[config.mk]
export PLATFORM = sky130hd
export DESIGN_NAME = adc_test_pattern_generator
export DESIGN_NICKNAME = d
export VERILOG_FILES = /design/src/rtl/tpg_pkg.sv /design/src/rtl/adc_test_pattern_generator.sv
export SDC_FILE = /design/constraint.sdc
export NUM_CORES = 1
export LEC_CHECK = 0
export CORE_UTILIZATION = 50
export DETAILED_ROUTE_END_ITERATION = 7
export DONT_BUFFER_PORTS = 1
export PLACE_DENSITY_LB_ADDON = 0.2
export SKIP_CTS_REPAIR_TIMING = 1
export SLEW_MARGIN = 0
export SYNTH_ARGS = -nofsm -noshare
export SYNTH_HDL_FRONTEND = slang
export SYNTH_SLANG_ARGS = --single-unit
[constraint.sdc]
create_clock -name i_clk -period 1.6 [get_ports i_clk]
set_input_delay 0.08 -clock i_clk [delete_from_list [all_inputs] [get_ports i_clk]]
set_output_delay 0.08 -clock i_clk [all_outputs]
set_load 0.05 [all_outputs]
[src/rtl/tpg_pkg.sv]
// constants for the converter test-pattern generator
// Function
// - select code 0000 passes normal converter samples for channels A and B.
// - select code 0001 outputs words of all zero bits.
// - select code 0010 outputs words of all one bits.
// - select code 0011 alternates 1010 and 0101 words each sample.
// - select code 0100 outputs a ramp rising one code per cycle.
// - select code 0110 outputs the first custom word.
// - select code 0111 alternates first and second custom words.
// - select code 1000 outputs deskew value 7fff, cut to word width.
// - first custom word: bits 13-6 in one register, 5-0 in next bits 7-2.
// - second custom word built the same way from its own register pair.
// - reset clears select and both custom words, giving normal data.
package tpg_pkg;
	// ----------------------------------------
	// register offsets
	// ----------------------------------------
	localparam logic [7:0] OFS_PATTERN_SELECT = 8'h74;
	localparam logic [7:0] OFS_WORD_ONE_HIGH  = 8'h75;
	localparam logic [7:0] OFS_WORD_ONE_LOW   = 8'h76;
	localparam logic [7:0] OFS_WORD_TWO_HIGH  = 8'h77;
	localparam logic [7:0] OFS_WORD_TWO_LOW   = 8'h78;
	// ----------------------------------------
	// fields and reset values
	// ----------------------------------------
	localparam int         SEL_LSB     = 4;
	localparam int         LOW_LSB     = 2;
	localparam logic [3:0] SEL_RESET   = 4'h0;
	localparam logic [7:0] BYTE_RESET  = 8'h00;
	localparam logic [7:0] READ_UNMAP  = 8'h00;
	// ----------------------------------------
	// pattern codes
	// ----------------------------------------
	localparam logic [3:0] PAT_NORMAL  = 4'h0;
	localparam logic [3:0] PAT_ZEROS   = 4'h1;
	localparam logic [3:0] PAT_ONES    = 4'h2;
	localparam logic [3:0] PAT_TOGGLE  = 4'h3;
	localparam logic [3:0] PAT_RAMP    = 4'h4;
	localparam logic [3:0] PAT_SINGLE  = 4'h6;
	localparam logic [3:0] PAT_DOUBLE  = 4'h7;
	localparam logic [3:0] PAT_DESKEW  = 4'h8;
	localparam logic [15:0] DESKEW_VAL = 16'h7fff;
	localparam logic [15:0] TOGGLE_VAL = 16'haaaa;
endpackage : tpg_pkg

[src/rtl/adc_test_pattern_generator.sv]
// test-pattern generator replacing converter samples on channels A and B
//
// Design decision made here: the plain strobed port.
`timescale 1ns/1ns
module adc_test_pattern_generator #(
	parameter int W = 14
) (
	// clock and reset
	input  wire logic         i_clk,
	input  wire logic         i_rst,
	// register port
	input  wire logic [7:0]   i_addr,
	input  wire logic [7:0]   i_wdata,
	input  wire logic         i_wr,
	input  wire logic         i_rd,
	output logic      [7:0]   o_rdata,
	// converter samples in
	input  wire logic [W-1:0] i_sample_a,
	input  wire logic [W-1:0] i_sample_b,
	// samples toward the serializer
	output logic      [W-1:0] o_sample_a,
	output logic      [W-1:0] o_sample_b
);
	// ----------------------------------------
	// local sizes
	// ----------------------------------------
	localparam int LANES = 2;
	localparam int SEL_W = 4;
	localparam int HI_W  = 8;
	localparam int LO_W  = 6;
	localparam int RD_W  = 8;

	// ----------------------------------------
	// registered state
	// ----------------------------------------
	typedef struct packed {
		logic [SEL_W-1:0] sel;
		logic [HI_W-1:0]  one_hi;
		logic [LO_W-1:0]  one_lo;
		logic [HI_W-1:0]  two_hi;
		logic [LO_W-1:0]  two_lo;
		logic [W-1:0]     ramp;
		logic             phase;
		logic [RD_W-1:0]  rdata;
		logic [W-1:0]     out_a;
		logic [W-1:0]     out_b;
	} state_s;

	state_s st;
	state_s next_st;

	// ----------------------------------------
	// address decode
	// ----------------------------------------
	logic hit_sel;
	logic hit_one_hi;
	logic hit_one_lo;
	logic hit_two_hi;
	logic hit_two_lo;
	logic hit_any;

	assign hit_sel    = (i_addr == tpg_pkg::OFS_PATTERN_SELECT);
	assign hit_one_hi = (i_addr == tpg_pkg::OFS_WORD_ONE_HIGH);
	assign hit_one_lo = (i_addr == tpg_pkg::OFS_WORD_ONE_LOW);
	assign hit_two_hi = (i_addr == tpg_pkg::OFS_WORD_TWO_HIGH);
	assign hit_two_lo = (i_addr == tpg_pkg::OFS_WORD_TWO_LOW);
	assign hit_any    = hit_sel | hit_one_hi | hit_one_lo | hit_two_hi | hit_two_lo;

	// ----------------------------------------
	// write data fields
	// ----------------------------------------
	logic [SEL_W-1:0] wd_sel;
	logic [HI_W-1:0]  wd_hi;
	logic [LO_W-1:0]  wd_lo;

	assign wd_sel = i_wdata[tpg_pkg::SEL_LSB +: SEL_W];
	assign wd_hi  = i_wdata[HI_W-1:0];
	assign wd_lo  = i_wdata[tpg_pkg::LOW_LSB +: LO_W];

	// ----------------------------------------
	// write strobes per register
	// ----------------------------------------
	logic wr_sel;
	logic wr_one_hi;
	logic wr_one_lo;
	logic wr_two_hi;
	logic wr_two_lo;

	assign wr_sel    = i_wr & hit_sel;
	assign wr_one_hi = i_wr & hit_one_hi;
	assign wr_one_lo = i_wr & hit_one_lo;
	assign wr_two_hi = i_wr & hit_two_hi;
	assign wr_two_lo = i_wr & hit_two_lo;

	// ----------------------------------------
	// read strobes per register
	// ----------------------------------------
	logic rd_en_sel;
	logic rd_en_one_hi;
	logic rd_en_one_lo;
	logic rd_en_two_hi;
	logic rd_en_two_lo;

	assign rd_en_sel    = i_rd & hit_sel;
	assign rd_en_one_hi = i_rd & hit_one_hi;
	assign rd_en_one_lo = i_rd & hit_one_lo;
	assign rd_en_two_hi = i_rd & hit_two_hi;
	assign rd_en_two_lo = i_rd & hit_two_lo;

	// ----------------------------------------
	// read data per register
	// ----------------------------------------
	logic [RD_W-1:0] rd_sel;
	logic [RD_W-1:0] rd_one_hi;
	logic [RD_W-1:0] rd_one_lo;
	logic [RD_W-1:0] rd_two_hi;
	logic [RD_W-1:0] rd_two_lo;

	assign rd_sel    = {st.sel, {tpg_pkg::SEL_LSB{1'b0}}};
	assign rd_one_hi = st.one_hi;
	assign rd_one_lo = {st.one_lo, {tpg_pkg::LOW_LSB{1'b0}}};
	assign rd_two_hi = st.two_hi;
	assign rd_two_lo = {st.two_lo, {tpg_pkg::LOW_LSB{1'b0}}};

	// ----------------------------------------
	// read mux
	// ----------------------------------------
	logic [RD_W-1:0] rd_mux;

	assign rd_mux = ({RD_W{rd_en_sel}} & rd_sel)
	              | ({RD_W{rd_en_one_hi}} & rd_one_hi)
	              | ({RD_W{rd_en_one_lo}} & rd_one_lo)
	              | ({RD_W{rd_en_two_hi}} & rd_two_hi)
	              | ({RD_W{rd_en_two_lo}} & rd_two_lo);

	// ----------------------------------------
	// custom words
	// ----------------------------------------
	logic [W-1:0] word_one;
	logic [W-1:0] word_two;

	assign word_one = W'({st.one_hi, st.one_lo});
	assign word_two = W'({st.two_hi, st.two_lo});

	// ----------------------------------------
	// pattern code decode
	// ----------------------------------------
	logic is_normal;
	logic is_zeros;
	logic is_ones;
	logic is_toggle;
	logic is_ramp;
	logic is_single;
	logic is_double;
	logic is_deskew;

	assign is_normal = (st.sel == tpg_pkg::PAT_NORMAL);
	assign is_zeros  = (st.sel == tpg_pkg::PAT_ZEROS);
	assign is_ones   = (st.sel == tpg_pkg::PAT_ONES);
	assign is_toggle = (st.sel == tpg_pkg::PAT_TOGGLE);
	assign is_ramp   = (st.sel == tpg_pkg::PAT_RAMP);
	assign is_single = (st.sel == tpg_pkg::PAT_SINGLE);
	assign is_double = (st.sel == tpg_pkg::PAT_DOUBLE);
	assign is_deskew = (st.sel == tpg_pkg::PAT_DESKEW);

	// ----------------------------------------
	// pattern enable
	// ----------------------------------------
	logic code_listed;
	logic use_pat;

	assign code_listed = is_zeros | is_ones | is_toggle | is_ramp
	                   | is_single | is_double | is_deskew;
	assign use_pat     = ~is_normal & code_listed;

	// ----------------------------------------
	// ramp counter
	// ----------------------------------------
	logic [W-1:0] ramp_top;
	logic         ramp_at_top;
	logic [W-1:0] ramp_step;

	assign ramp_top    = {W{1'b1}};
	assign ramp_at_top = (st.ramp == ramp_top);
	assign ramp_step   = ramp_at_top ? {W{1'b0}} : st.ramp + W'(1);

	// ----------------------------------------
	// alternation phase
	// ----------------------------------------
	logic next_phase;

	assign next_phase = ~st.phase;

	// ----------------------------------------
	// fixed and alternating words
	// ----------------------------------------
	logic [W-1:0] toggle_base;
	logic [W-1:0] toggle_word;
	logic [W-1:0] double_word;
	logic [W-1:0] deskew_word;

	assign toggle_base = W'(tpg_pkg::TOGGLE_VAL);
	assign toggle_word = st.phase ? ~toggle_base : toggle_base;
	assign double_word = st.phase ? word_two : word_one;
	assign deskew_word = W'(tpg_pkg::DESKEW_VAL);

	// ----------------------------------------
	// pattern terms
	// ----------------------------------------
	logic [W-1:0] term_zeros;
	logic [W-1:0] term_ones;
	logic [W-1:0] term_toggle;
	logic [W-1:0] term_ramp;
	logic [W-1:0] term_single;
	logic [W-1:0] term_double;
	logic [W-1:0] term_deskew;

	assign term_zeros  = {W{is_zeros}} & {W{1'b0}};
	assign term_ones   = {W{is_ones}} & {W{1'b1}};
	assign term_toggle = {W{is_toggle}} & toggle_word;
	assign term_ramp   = {W{is_ramp}} & st.ramp;
	assign term_single = {W{is_single}} & word_one;
	assign term_double = {W{is_double}} & double_word;
	assign term_deskew = {W{is_deskew}} & deskew_word;

	// ----------------------------------------
	// pattern mux
	// ----------------------------------------
	logic [W-1:0] pat;

	assign pat = term_zeros
	           | term_ones
	           | term_toggle
	           | term_ramp
	           | term_single
	           | term_double
	           | term_deskew;

	// ----------------------------------------
	// lane inputs
	// ----------------------------------------
	logic [W-1:0] lane_in   [LANES];
	logic [W-1:0] lane_next [LANES];

	assign lane_in[0] = i_sample_a;
	assign lane_in[1] = i_sample_b;

	// ----------------------------------------
	// per-channel output select
	// ----------------------------------------
	for (genvar c = 0; c < LANES; c++) begin : g_lane
		assign lane_next[c] = use_pat ? pat : lane_in[c];
	end

	// ----------------------------------------
	// next state
	// ----------------------------------------
	always_comb begin
		next_st       = st;
		next_st.phase = next_phase;
		next_st.ramp  = is_ramp ? ramp_step : {W{1'b0}};
		next_st.out_a = lane_next[0];
		next_st.out_b = lane_next[1];
		next_st.rdata = (i_rd & hit_any) ? rd_mux : tpg_pkg::READ_UNMAP;
		if (wr_sel) begin
			next_st.sel = wd_sel;
		end
		if (wr_one_hi) begin
			next_st.one_hi = wd_hi;
		end
		if (wr_one_lo) begin
			next_st.one_lo = wd_lo;
		end
		if (wr_two_hi) begin
			next_st.two_hi = wd_hi;
		end
		if (wr_two_lo) begin
			next_st.two_lo = wd_lo;
		end
	end

	// ----------------------------------------
	// state register
	// ----------------------------------------
	always_ff @(posedge i_clk) begin
		if (i_rst) begin
			st.sel    <= tpg_pkg::SEL_RESET;
			st.one_hi <= tpg_pkg::BYTE_RESET;
			st.one_lo <= tpg_pkg::BYTE_RESET[tpg_pkg::LOW_LSB +: LO_W];
			st.two_hi <= tpg_pkg::BYTE_RESET;
			st.two_lo <= tpg_pkg::BYTE_RESET[tpg_pkg::LOW_LSB +: LO_W];
			st.ramp   <= {W{1'b0}};
			st.phase  <= 1'b0;
			st.rdata  <= tpg_pkg::READ_UNMAP;
			st.out_a  <= {W{1'b0}};
			st.out_b  <= {W{1'b0}};
		end else begin
			st <= next_st;
		end
	end

	// ----------------------------------------
	// outputs
	// ----------------------------------------
	assign o_rdata    = st.rdata;
	assign o_sample_a = st.out_a;
	assign o_sample_b = st.out_b;
endmodule : adc_test_pattern_generator

==> impl_metrics.ini, run 1 <==
[run_status]
status = completed

[detailed_routing]
wl_um = 10610
drc_errors = 0
drt_pre_antenna_iters = 5
met3_wirelength_um = 496
wl_per_cell_um = 18.54
wl_met2_um = 5315
routed.top_layer = met4
detail-route-antenna-nets = 0
wl_met1_um = 4579
viasPerCell = 5.776
vias = 3304
drt_iter0_drc = 182

[pwr]
power_density_nw_per_um2 = 914.0
p_leak_uw = 0.001620
ir_worst_vdd_mv = 0.4750

[yosys]
syn_area_sq_um = 4045
ys.flop_type = dfxtp_1
synthCells = 448
yosysSeqAreaShare_pct = 41.08
avgSynthCellArea_sq_um = 9.029
synth_edf_count = 0
ys_warn_count = 0
ys_types = 42
synthArstFlopShare_pct = 0
ys_ff_latch = 83
synth_fp_nets = 497

[job]
maxCapViolCount = 0

[sta]
worst_slew_pin_slew_ps = 675.3
drv_slew = 0
hold_viol = 0
rsz0062_at_grt = false
finalCritPeriodShare_pct = 94.22
period_minus_slack_ps = 1508
max_freq_mhz = 663.3
setup_tns_ps = 0
slew-limit-headroom_pct = 54.68
fin_skew_ps = 4.802
finalSetupViolCount = 0

[place]
gp_congestion = 0.9492
hpwl_um = 7033
port_buffers = 0
place_inst = 512

[clocking]
insertion_delay_ps = 360
clock_tree.buffer_depth = 2
cts_max_level = 3
cts_root_buf = clkbuf_8
clk_pin_slew_ps = 80
clkSinkCount = 83
cts_tree = done
numCtsBuffers = 9

[critical_path]
cp.arrival_ps = 1800
crit_fanout = 10
critPathCaptureType = register
cp.required_ps = 1900
cp-start-kind = register
worstSetupPathType = register to register

[grt]
grt_use_total_pct = 23.88
grt_max_degree = 64
grt_pass1_wl_um = 15280
antenna_found_initial = 0
overflow = 0
grt_pass1_vias = 2863

[floorplan]
die_h_um = 91.95
start_util_pct = 52.08
die_w_um = 91.95
die-area_sq_um = 8454
io_pins = 84
core_sq_um = 7767
num_rows = 32

[finish]
nNetsFinal = 514
final_cells = 572
syn_to_final_growth_pct = 16.02
fin_util_pct = 60.42
seqCellArea_sq_um = 1665
drive_gt1_share_pct = 13.40
multi_input_area_sq_um = 1939
n_fill_cell = 659
final_common_cell = dfxtp_1
antennaDiodeCount = 0
layout_common_cells = dfxtp_1, mux2i_1, nor2_1, a21oi_1, dlygate4sd3_1

[hold_path]
hold_class = primary input to register
-- layer usage --
layer	GRT usage, %	up-vias
met5	0	-
met4	11.98	0
met3	5.307	18
met2	37.75	104
met1	30.59	1609
li1	-	1573
-- power breakdown --
| part | internal [uW] | total, uW | switching (uW) |
|---|---|---|---|
| clock | 1050 | 1800 | 754 |
| sequential | 2100 | 2260 | 154 |
| combinational | 124 | 227 | 103 |
-- final cells by class --
cell class                 count  share of cell area, %
tap                          102                  2.719
multi-input combinational    293                  41.32
timing repair buffer          73                  14.82
clock buffer                  13                  3.812
inverter                       5                 0.3999
clock inverter                 3                  1.440
sequential                    83                  35.48
-- through the flow --
step / setup slack [ps] / power [uW] / hold WS [ps] / area (sq um)
2_1_floorplan: 20.74 / 2468 / 227.2 / 4045
3_3_place_gp: 54.04 / 2401 / 155.9 / 3969
3_5_place_dp: 54.54 / 2404 / 156.7 / 3969
4_1_cts: 24.55 / 4181 / -228.3 / 4215
5_1_grt: 3.037 / 4427 / 9.885 / 4693
6_report: 92.45 / 4289 / 8.966 / 4693
-- sequential cells by signal (all words and copies together) (netlist names) --
register / cells
st: 15
o_sample_a: 14
o_sample_b: 14
o_rdata: 8
rd_one_hi: 8
rd_two_hi: 8
rd_one_lo: 6
rd_two_lo: 6
rd_sel: 4
-- final timing paths --
path,from,depth (start not counted),to,slack (ps)
worst max-delay path,rd_sel[4],5,st[41],90
worst min-delay path,i_addr[0],3,rd_sel[5],9
worst max register to register,rd_sel[4],5,st[41],90
worst min register to register,rd_two_lo[7],2,rd_two_lo[7],490
-- Yosys cell counts (6+ instances only) --
library cell | count | area (sq um)
a22o_1 | 8 | 70.07
mux2i_1 | 57 | 570.6
o22ai_1 | 14 | 87.58
a22oi_1 | 6 | 45.04
nand2_1 | 9 | 33.78
xnor2_1 | 9 | 78.83
clkbuf_1 | 12 | 45.04
dfxtp_1 | 83 | 1662
buf_4 | 38 | 285.3
nor2_1 | 51 | 191.4
a21oi_1 | 51 | 255.2
nor2b_1 | 6 | 37.54
nand3_1 | 42 | 210.2
buf_2 | 13 | 65.06
nor3_1 | 6 | 30.03
-- worst max-delay path, stage by stage (launching register included) --
cell	delay, ps
dfxtp_2	360
nor2_2	140
or4b_4	480
a31o_1	200
buf_4	160
nor2_1	100
-- cell families (layout without fill, tap and decap cells) --
group | after synthesis | count (layout) | share of synthesized area (%)
AOI/OAI and AO/OA | 83 | 83 | 12.16
xor gates and xnor gates | 12 | 12 | 2.598
adders and majority gates | 1 | 1 | 0.3093
buffers and inverters | 72 | 94 | 11.20
DFF | 83 | 83 | 41.08
muxes | 61 | 61 | 15.50
and+or+nand+nor | 136 | 136 | 17.17
Note: power is estimated with default switching activity, not from simulation.
==> run 2: changes to the inputs <==
==> constraint.sdc (replaced) <==
create_clock -name i_clk -period 1.9 [get_ports i_clk]
set_input_delay 0.095 -clock i_clk [delete_from_list [all_inputs] [get_ports i_clk]]
set_output_delay 0.095 -clock i_clk [all_outputs]
set_load 0.05 [all_outputs]
==> impl_metrics.ini, run 2 (synthesized netlist as in run 1, its figures left out) <==
[detailed_routing]
wl_um = 9857
detail-route-antenna-nets = 0
drc_errors = 0
drt_iter0_drc = 186
viasPerCell = 5.806
drt_pre_antenna_iters = 4
vias = 3205
wl_per_cell_um = 17.86

[critical_path]
cp.arrival_ps = 1950
cp.buffers_inverters = 0
worst_path_most_repeated_cell = nor2_1
crit_chain = nor2_1 -> or4b_4 -> a31o_1 -> nor2_1
cp-start-kind = register
critPathCaptureType = register
crit_fanout = 10
r2r_cells = 4
cp.required_ps = 2190
critPathTopFamily = simple AND/OR/NAND/NOR gates
cp_num_cells = 4
slowest_delay_ps = 530
crit_path_top_delay_cell = or4b_4
worstSetupPathType = register to register

[run_status]
status = completed

[place]
hpwl_um = 6653
port_buffers = 0
preCtsSetupSlack_ps = 45.67
gp_congestion = 0.8255

[sta]
slew-limit-headroom_pct = 54.03
worst_slack_ps = 246.1
worst_slew_pin_slew_ps = 684.9
hold_viol = 0
finalCritPeriodShare_pct = 87.05
period_minus_slack_ps = 1654
finalSetupViolCount = 0
setup_tns_ps = 0
max_freq_mhz = 604.6
drv_slew = 0
rsz0062_at_grt = false
fin_skew_ps = 8.647

[pwr]
p_clk_share_pct = 41.9
ir_worst_vdd_mv = 0.3346
p_leak_uw = 0.001526
p_switching_uw = 829.9
switching_share_pct = 23.01
p_int_uw = 2777
p_comb_share_pct = 5.3
seq_power_share_pct = 52.8
power_uw = 3607
power_density_nw_per_um2 = 797.3

[hold_path]
hold_depth = 3
hold_class = primary input to register

[floorplan]
die_w_um = 91.95
start_util_pct = 52.08
io_pins = 84
die_h_um = 91.95
num_rows = 32
core_sq_um = 7767
die-area_sq_um = 8454

[finish]
antennaDiodeCount = 0
nNetsFinal = 496
largest_register = st
final_common_cell = dfxtp_1
fin_util_pct = 58.25
syn_to_final_growth_pct = 11.85
drive_gt1_share_pct = 8.667
layout_common_cells = dfxtp_1, mux2i_1, nor2_1, a21oi_1, nand3_1
largest_reg_flops = 15

[clocking]
cts_max_level = 3
cts_root_buf = clkbuf_8
clock_tree.buffer_depth = 2
numCtsBuffers = 9
insertion_delay_ps = 350
clkSinkCount = 83
cts_tree = done
clk_pin_slew_ps = 80

[grt]
grt_use_total_pct = 22.77
grt_pass1_vias = 2791
grt_max_degree = 64
grt_pass1_wl_um = 14840
overflow = 0
antenna_found_initial = 0

[job]
maxCapViolCount = 0
## run 2: cell count changes in the layout (fill, tap and decap cells not counted), sizes merged
cell         change
clkbuf           -3
inv              +1
clkinvlp         -1
bufinv           +1
dlygate4sd3      -2
buf             -16
## run 2: layout make-up
cell class	count	area, sq um
inverters	5	18.77
well taps	102	127.6
fillers	697	3243
clock buffers	10	137.6
flip-flops and latches	83	1662
repair buffers	55	548.0
multi-input cells	293	1932
clock inverters	4	98.84
## run 2: tightest hold or removal path, stage by stage
cell     delay [ps]
nor4_4           50
mux2i_1         120
nor2_1           70
## run 2: worst paths after layout
| kind | startpoint | to | slack [ps] |
|---|---|---|---|
| max | rd_sel[4] | st[40] | 250 |
| min | i_addr[0] | rd_sel[5] | 20 |
| min reg2reg | rd_two_lo[7] | rd_two_lo[7] | 490 |
| max reg2reg | rd_sel[4] | st[40] | 250 |
## run 2: metrics by stage
stage | instance area (sq um) | cells | hold WS (ps)
after floorplan | 4045 | 448 | 242.2
after detailed placement | 3841 | 495 | 168.4
final | 4524 | 552 | 16.17
after CTS | 4078 | 509 | -215.3
after global placement | 3841 | 495 | 167.7
after global routing | 4524 | 552 | 22.63
## run 2: power groups by stage
stage | logic (uW) | clock network, uW | registers (uW)
floorplan | 258 | 0 | 1820
global route | 204 | 1610 | 1910
global placement | 78.5 | 0 | 1950
detailed placement | 81.3 | 0 | 1950
CTS | 81.8 | 1540 | 1900
finish | 190 | 1510 | 1900
## run 2: per-layer routing
metal | vias to the layer above | track usage [%] | routed length [um] | part of all wire, %
met5 | - | 0 | 0 | 0
met4 | 0 | 9.635 | 274 | 2.8
met3 | 24 | 5.058 | 511 | 5.2
met2 | 97 | 36.69 | 4777 | 48
met1 | 1542 | 29.30 | 4294 | 44
li1 | 1542 | - | - | -
==> run 3: changes to the inputs <==
--- a/config.mk
+++ b/config.mk
@@ -5,6 +5,7 @@
 export SDC_FILE = /design/constraint.sdc
 export NUM_CORES = 1
 export LEC_CHECK = 0
+export ABC_AREA = 1
 export CORE_UTILIZATION = 50
 export DETAILED_ROUTE_END_ITERATION = 7
 export DONT_BUFFER_PORTS = 1
==> constraint.sdc (replaced) <==
create_clock -name i_clk -period 1.3 [get_ports i_clk]
set_input_delay 0.065 -clock i_clk [delete_from_list [all_inputs] [get_ports i_clk]]
set_output_delay 0.065 -clock i_clk [all_outputs]
set_load 0.05 [all_outputs]
==> impl_metrics.ini, run 3 <==
[sta]
holdWs_ps = -1.516
setup_tns_ps = -3324
fin_skew_ps = 10.66
rsz0062_at_grt = true
slew-limit-headroom_pct = 64.89
drv_slew = 0
max_freq_mhz = 680.3
worst_slack_ps = -169.9
hold_viol = 1
period_minus_slack_ps = 1470
worst_slew_pin_slew_ps = 525.9
finalCritPeriodShare_pct = 113.1
finalSetupViolCount = 42

[pwr]
seq_power_share_pct = 57.0
p_int_uw = 3476
p_comb_share_pct = 7.4
switching_share_pct = 29.04
p_leak_uw = 0.002230
ir_worst_vdd_mv = 0.6320
power_density_nw_per_um2 = 878.9
p_switching_uw = 1423
p_clk_share_pct = 35.6

[hold_path]
hold_depth = 4
hold_class = primary input to register
worst_hold_path.endpoint = o_rdata[4]
holdCritStartpoint = i_rd

[finish]
multi_input_area_sq_um = 2452
drive_gt1_share_pct = 28.37
largest_register = st
antennaDiodeCount = 0
nNetsFinal = 696
fin_util_pct = 71.03
syn_to_final_growth_pct = 35.33
n_fill_cell = 589
final_common_cell = nand2_1
seqCellArea_sq_um = 1680
finish.instance_area_sq_um = 5574
largest_reg_flops = 15
layout_common_cells = nand2_1, dfxtp_1, buf_4

[floorplan]
io_pins = 84
die_w_um = 92.76
start_util_pct = 52.49
die-area_sq_um = 8604
die_h_um = 92.76
core_sq_um = 7848
num_rows = 32

[grt]
use_met2_pct = 39.89
grt_pass1_vias = 3396
grt_use_total_pct = 24.79
overflow = 0
grt_use_met3_pct = 5.172
grt_pass1_wl_um = 16360
grtUsageMet1_pct = 31.41
antenna_found_initial = 0
grt_max_degree = 31
gr-max-usage-layer = met2

[yosys]
yosysSeqAreaShare_pct = 40.34
synth-adder-area-share_pct = 0.3038
yosys.area_share.simple_pct = 29.31
synthXorXnorAreaFrac_pct = 1.914
ys_top_cells_by_count = nand2_1, dfxtp_1, a21oi_1
synth_edf_count = 0
synth_top_family_by_area = simple AND/OR/NAND/NOR gates
synthArstFlopShare_pct = 0
synth_mux_area_share_pct = 0
avgSynthCellArea_sq_um = 6.923
ys_warn_count = 0
synth.most_common_cell = nand2_1
syn_area_sq_um = 4119
ys_ff_latch = 83
yosysTopAreaCell = dfxtp_1
synthCells = 595
synthTopCellsByArea = dfxtp_1, nand2_1, a21oi_1
synth_fp_nets = 644
ys.flop_type = dfxtp_1
ys_types = 25
netlist.area_leader.share_pct = 40.34
synth-compound-area-share_pct = 14.00

[place]
gp_congestion = 0.9346
port_buffers = 0
hpwl_um = 7737
placed_area_sq_um = 4280

[run_status]
violations = negative hold slack, negative setup slack
status = finished, violations left

[detailed_routing]
drc_errors = 0
viasPerCell = 5.660
wl_per_cell_um = 18.15
drt_pre_antenna_iters = 5
drt_iter0_drc = 262
vias = 4268
wl_um = 13680
detail-route-antenna-nets = 0

[clocking]
clock_tree.buffer_depth = 2
cts_tree = done
cts_max_level = 3
cts_root_buf = clkbuf_8
clk_pin_slew_ps = 90
clkSinkCount = 83
insertion_delay_ps = 360
numCtsBuffers = 9

[critical_path]
critPathTopFamily = simple AND/OR/NAND/NOR gates
cp.required_ps = 1540
crit_chain = buf_12 -> nor2_4 -> nand2_2 -> nand2_4 -> buf_6 -> nor3_2 -> a21oi_1
cp.buffers_inverters = 2
crit_fanout = 5
cp.arrival_ps = 1710
cp-start-kind = register
r2r_cells = 7
crit_path_top_delay_cell = dfxtp_4
slowest_delay_ps = 390
r2r_end = o_sample_a[7]
reg2reg_from = rd_sel[7]
reg2reg_slack_ps = -170
critPathCaptureType = register
worstSetupPathType = register to register

[job]
maxCapViolCount = 0
[run 3: changes by cell type after synthesis, moves of 8 or more]
cell     previous run  this run
nand2_1             9       147
mux2i_1            57         0
o21ai_0             0        48
inv_1               4        47
a21oi_1            51        65
o22ai_1            14         0
nand4_1             4        14
a22o_1              8         0
[run 3: worst min-delay path, delay by kind of cell]
kind             cells  cell delay [ps]
AND/OR/NAND/NOR      4              250
[run 3: through the flow]
| step | worst slack (ps) | power (uW) | hold slack, ps | std cells |
|---|---|---|---|---|
| detailed placement | -189.0 | 3018 | 136.5 | 683 |
| global route | -205.3 | 5063 | 13.05 | 754 |
| CTS | -209.4 | 4702 | -245.6 | 699 |
| global placement | -134.1 | 3015 | 134.2 | 683 |
| floorplan | -118.3 | 3053 | 212.2 | 595 |
| finish | -169.9 | 4899 | -1.516 | 754 |
[run 3: worst max path at each step]
stage / startpoint / end / slack [ps] / depth (start not counted)
2_1_floorplan: st[38] / st[37] / -120 / 9
3_3_place_gp: st[38] / st[50] / -130 / 8
3_5_place_dp: st[38] / st[40] / -190 / 8
4_1_cts: st[38] / st[40] / -210 / 8
5_1_grt: st[38] / st[48] / -210 / 8
6_report: rd_sel[7] / o_sample_a[7] / -170 / 7
[run 3: cells by family after synthesis]
kind of cell    after synthesis
compound gates              114
fa+ha+maj                     1
buf+inv                     111
simple gates                277
xor+xnor                      9
flops                        83
[run 3: layer usage]
metal  part of all wire (%)  up-vias
met1                     39     1963
li1                       -     2013
met4                    4.1        0
met2                     50      241
met3                    7.4       51
met5                      0        -
[run 3: area by class of cell]
class                           count  share of cell area, %
Multi-Input combinational cell    406                  44.00
Inverter                           50                  3.457
Clock buffer                       10                  2.290
Tap cell                          102                  2.290
Sequential cell                    83                  30.15
Timing Repair Buffer               97                  16.95
Clock inverter                      6                 0.8754
[run 3: power by group through the flow]
stage	logic [uW]	clock network (uW)	registers, uW
detailed placement	162	0	2860
CTS	163	1740	2800
finish	363	1740	2790
global placement	159	0	2860
global route	395	1870	2800
floorplan	386	0	2670
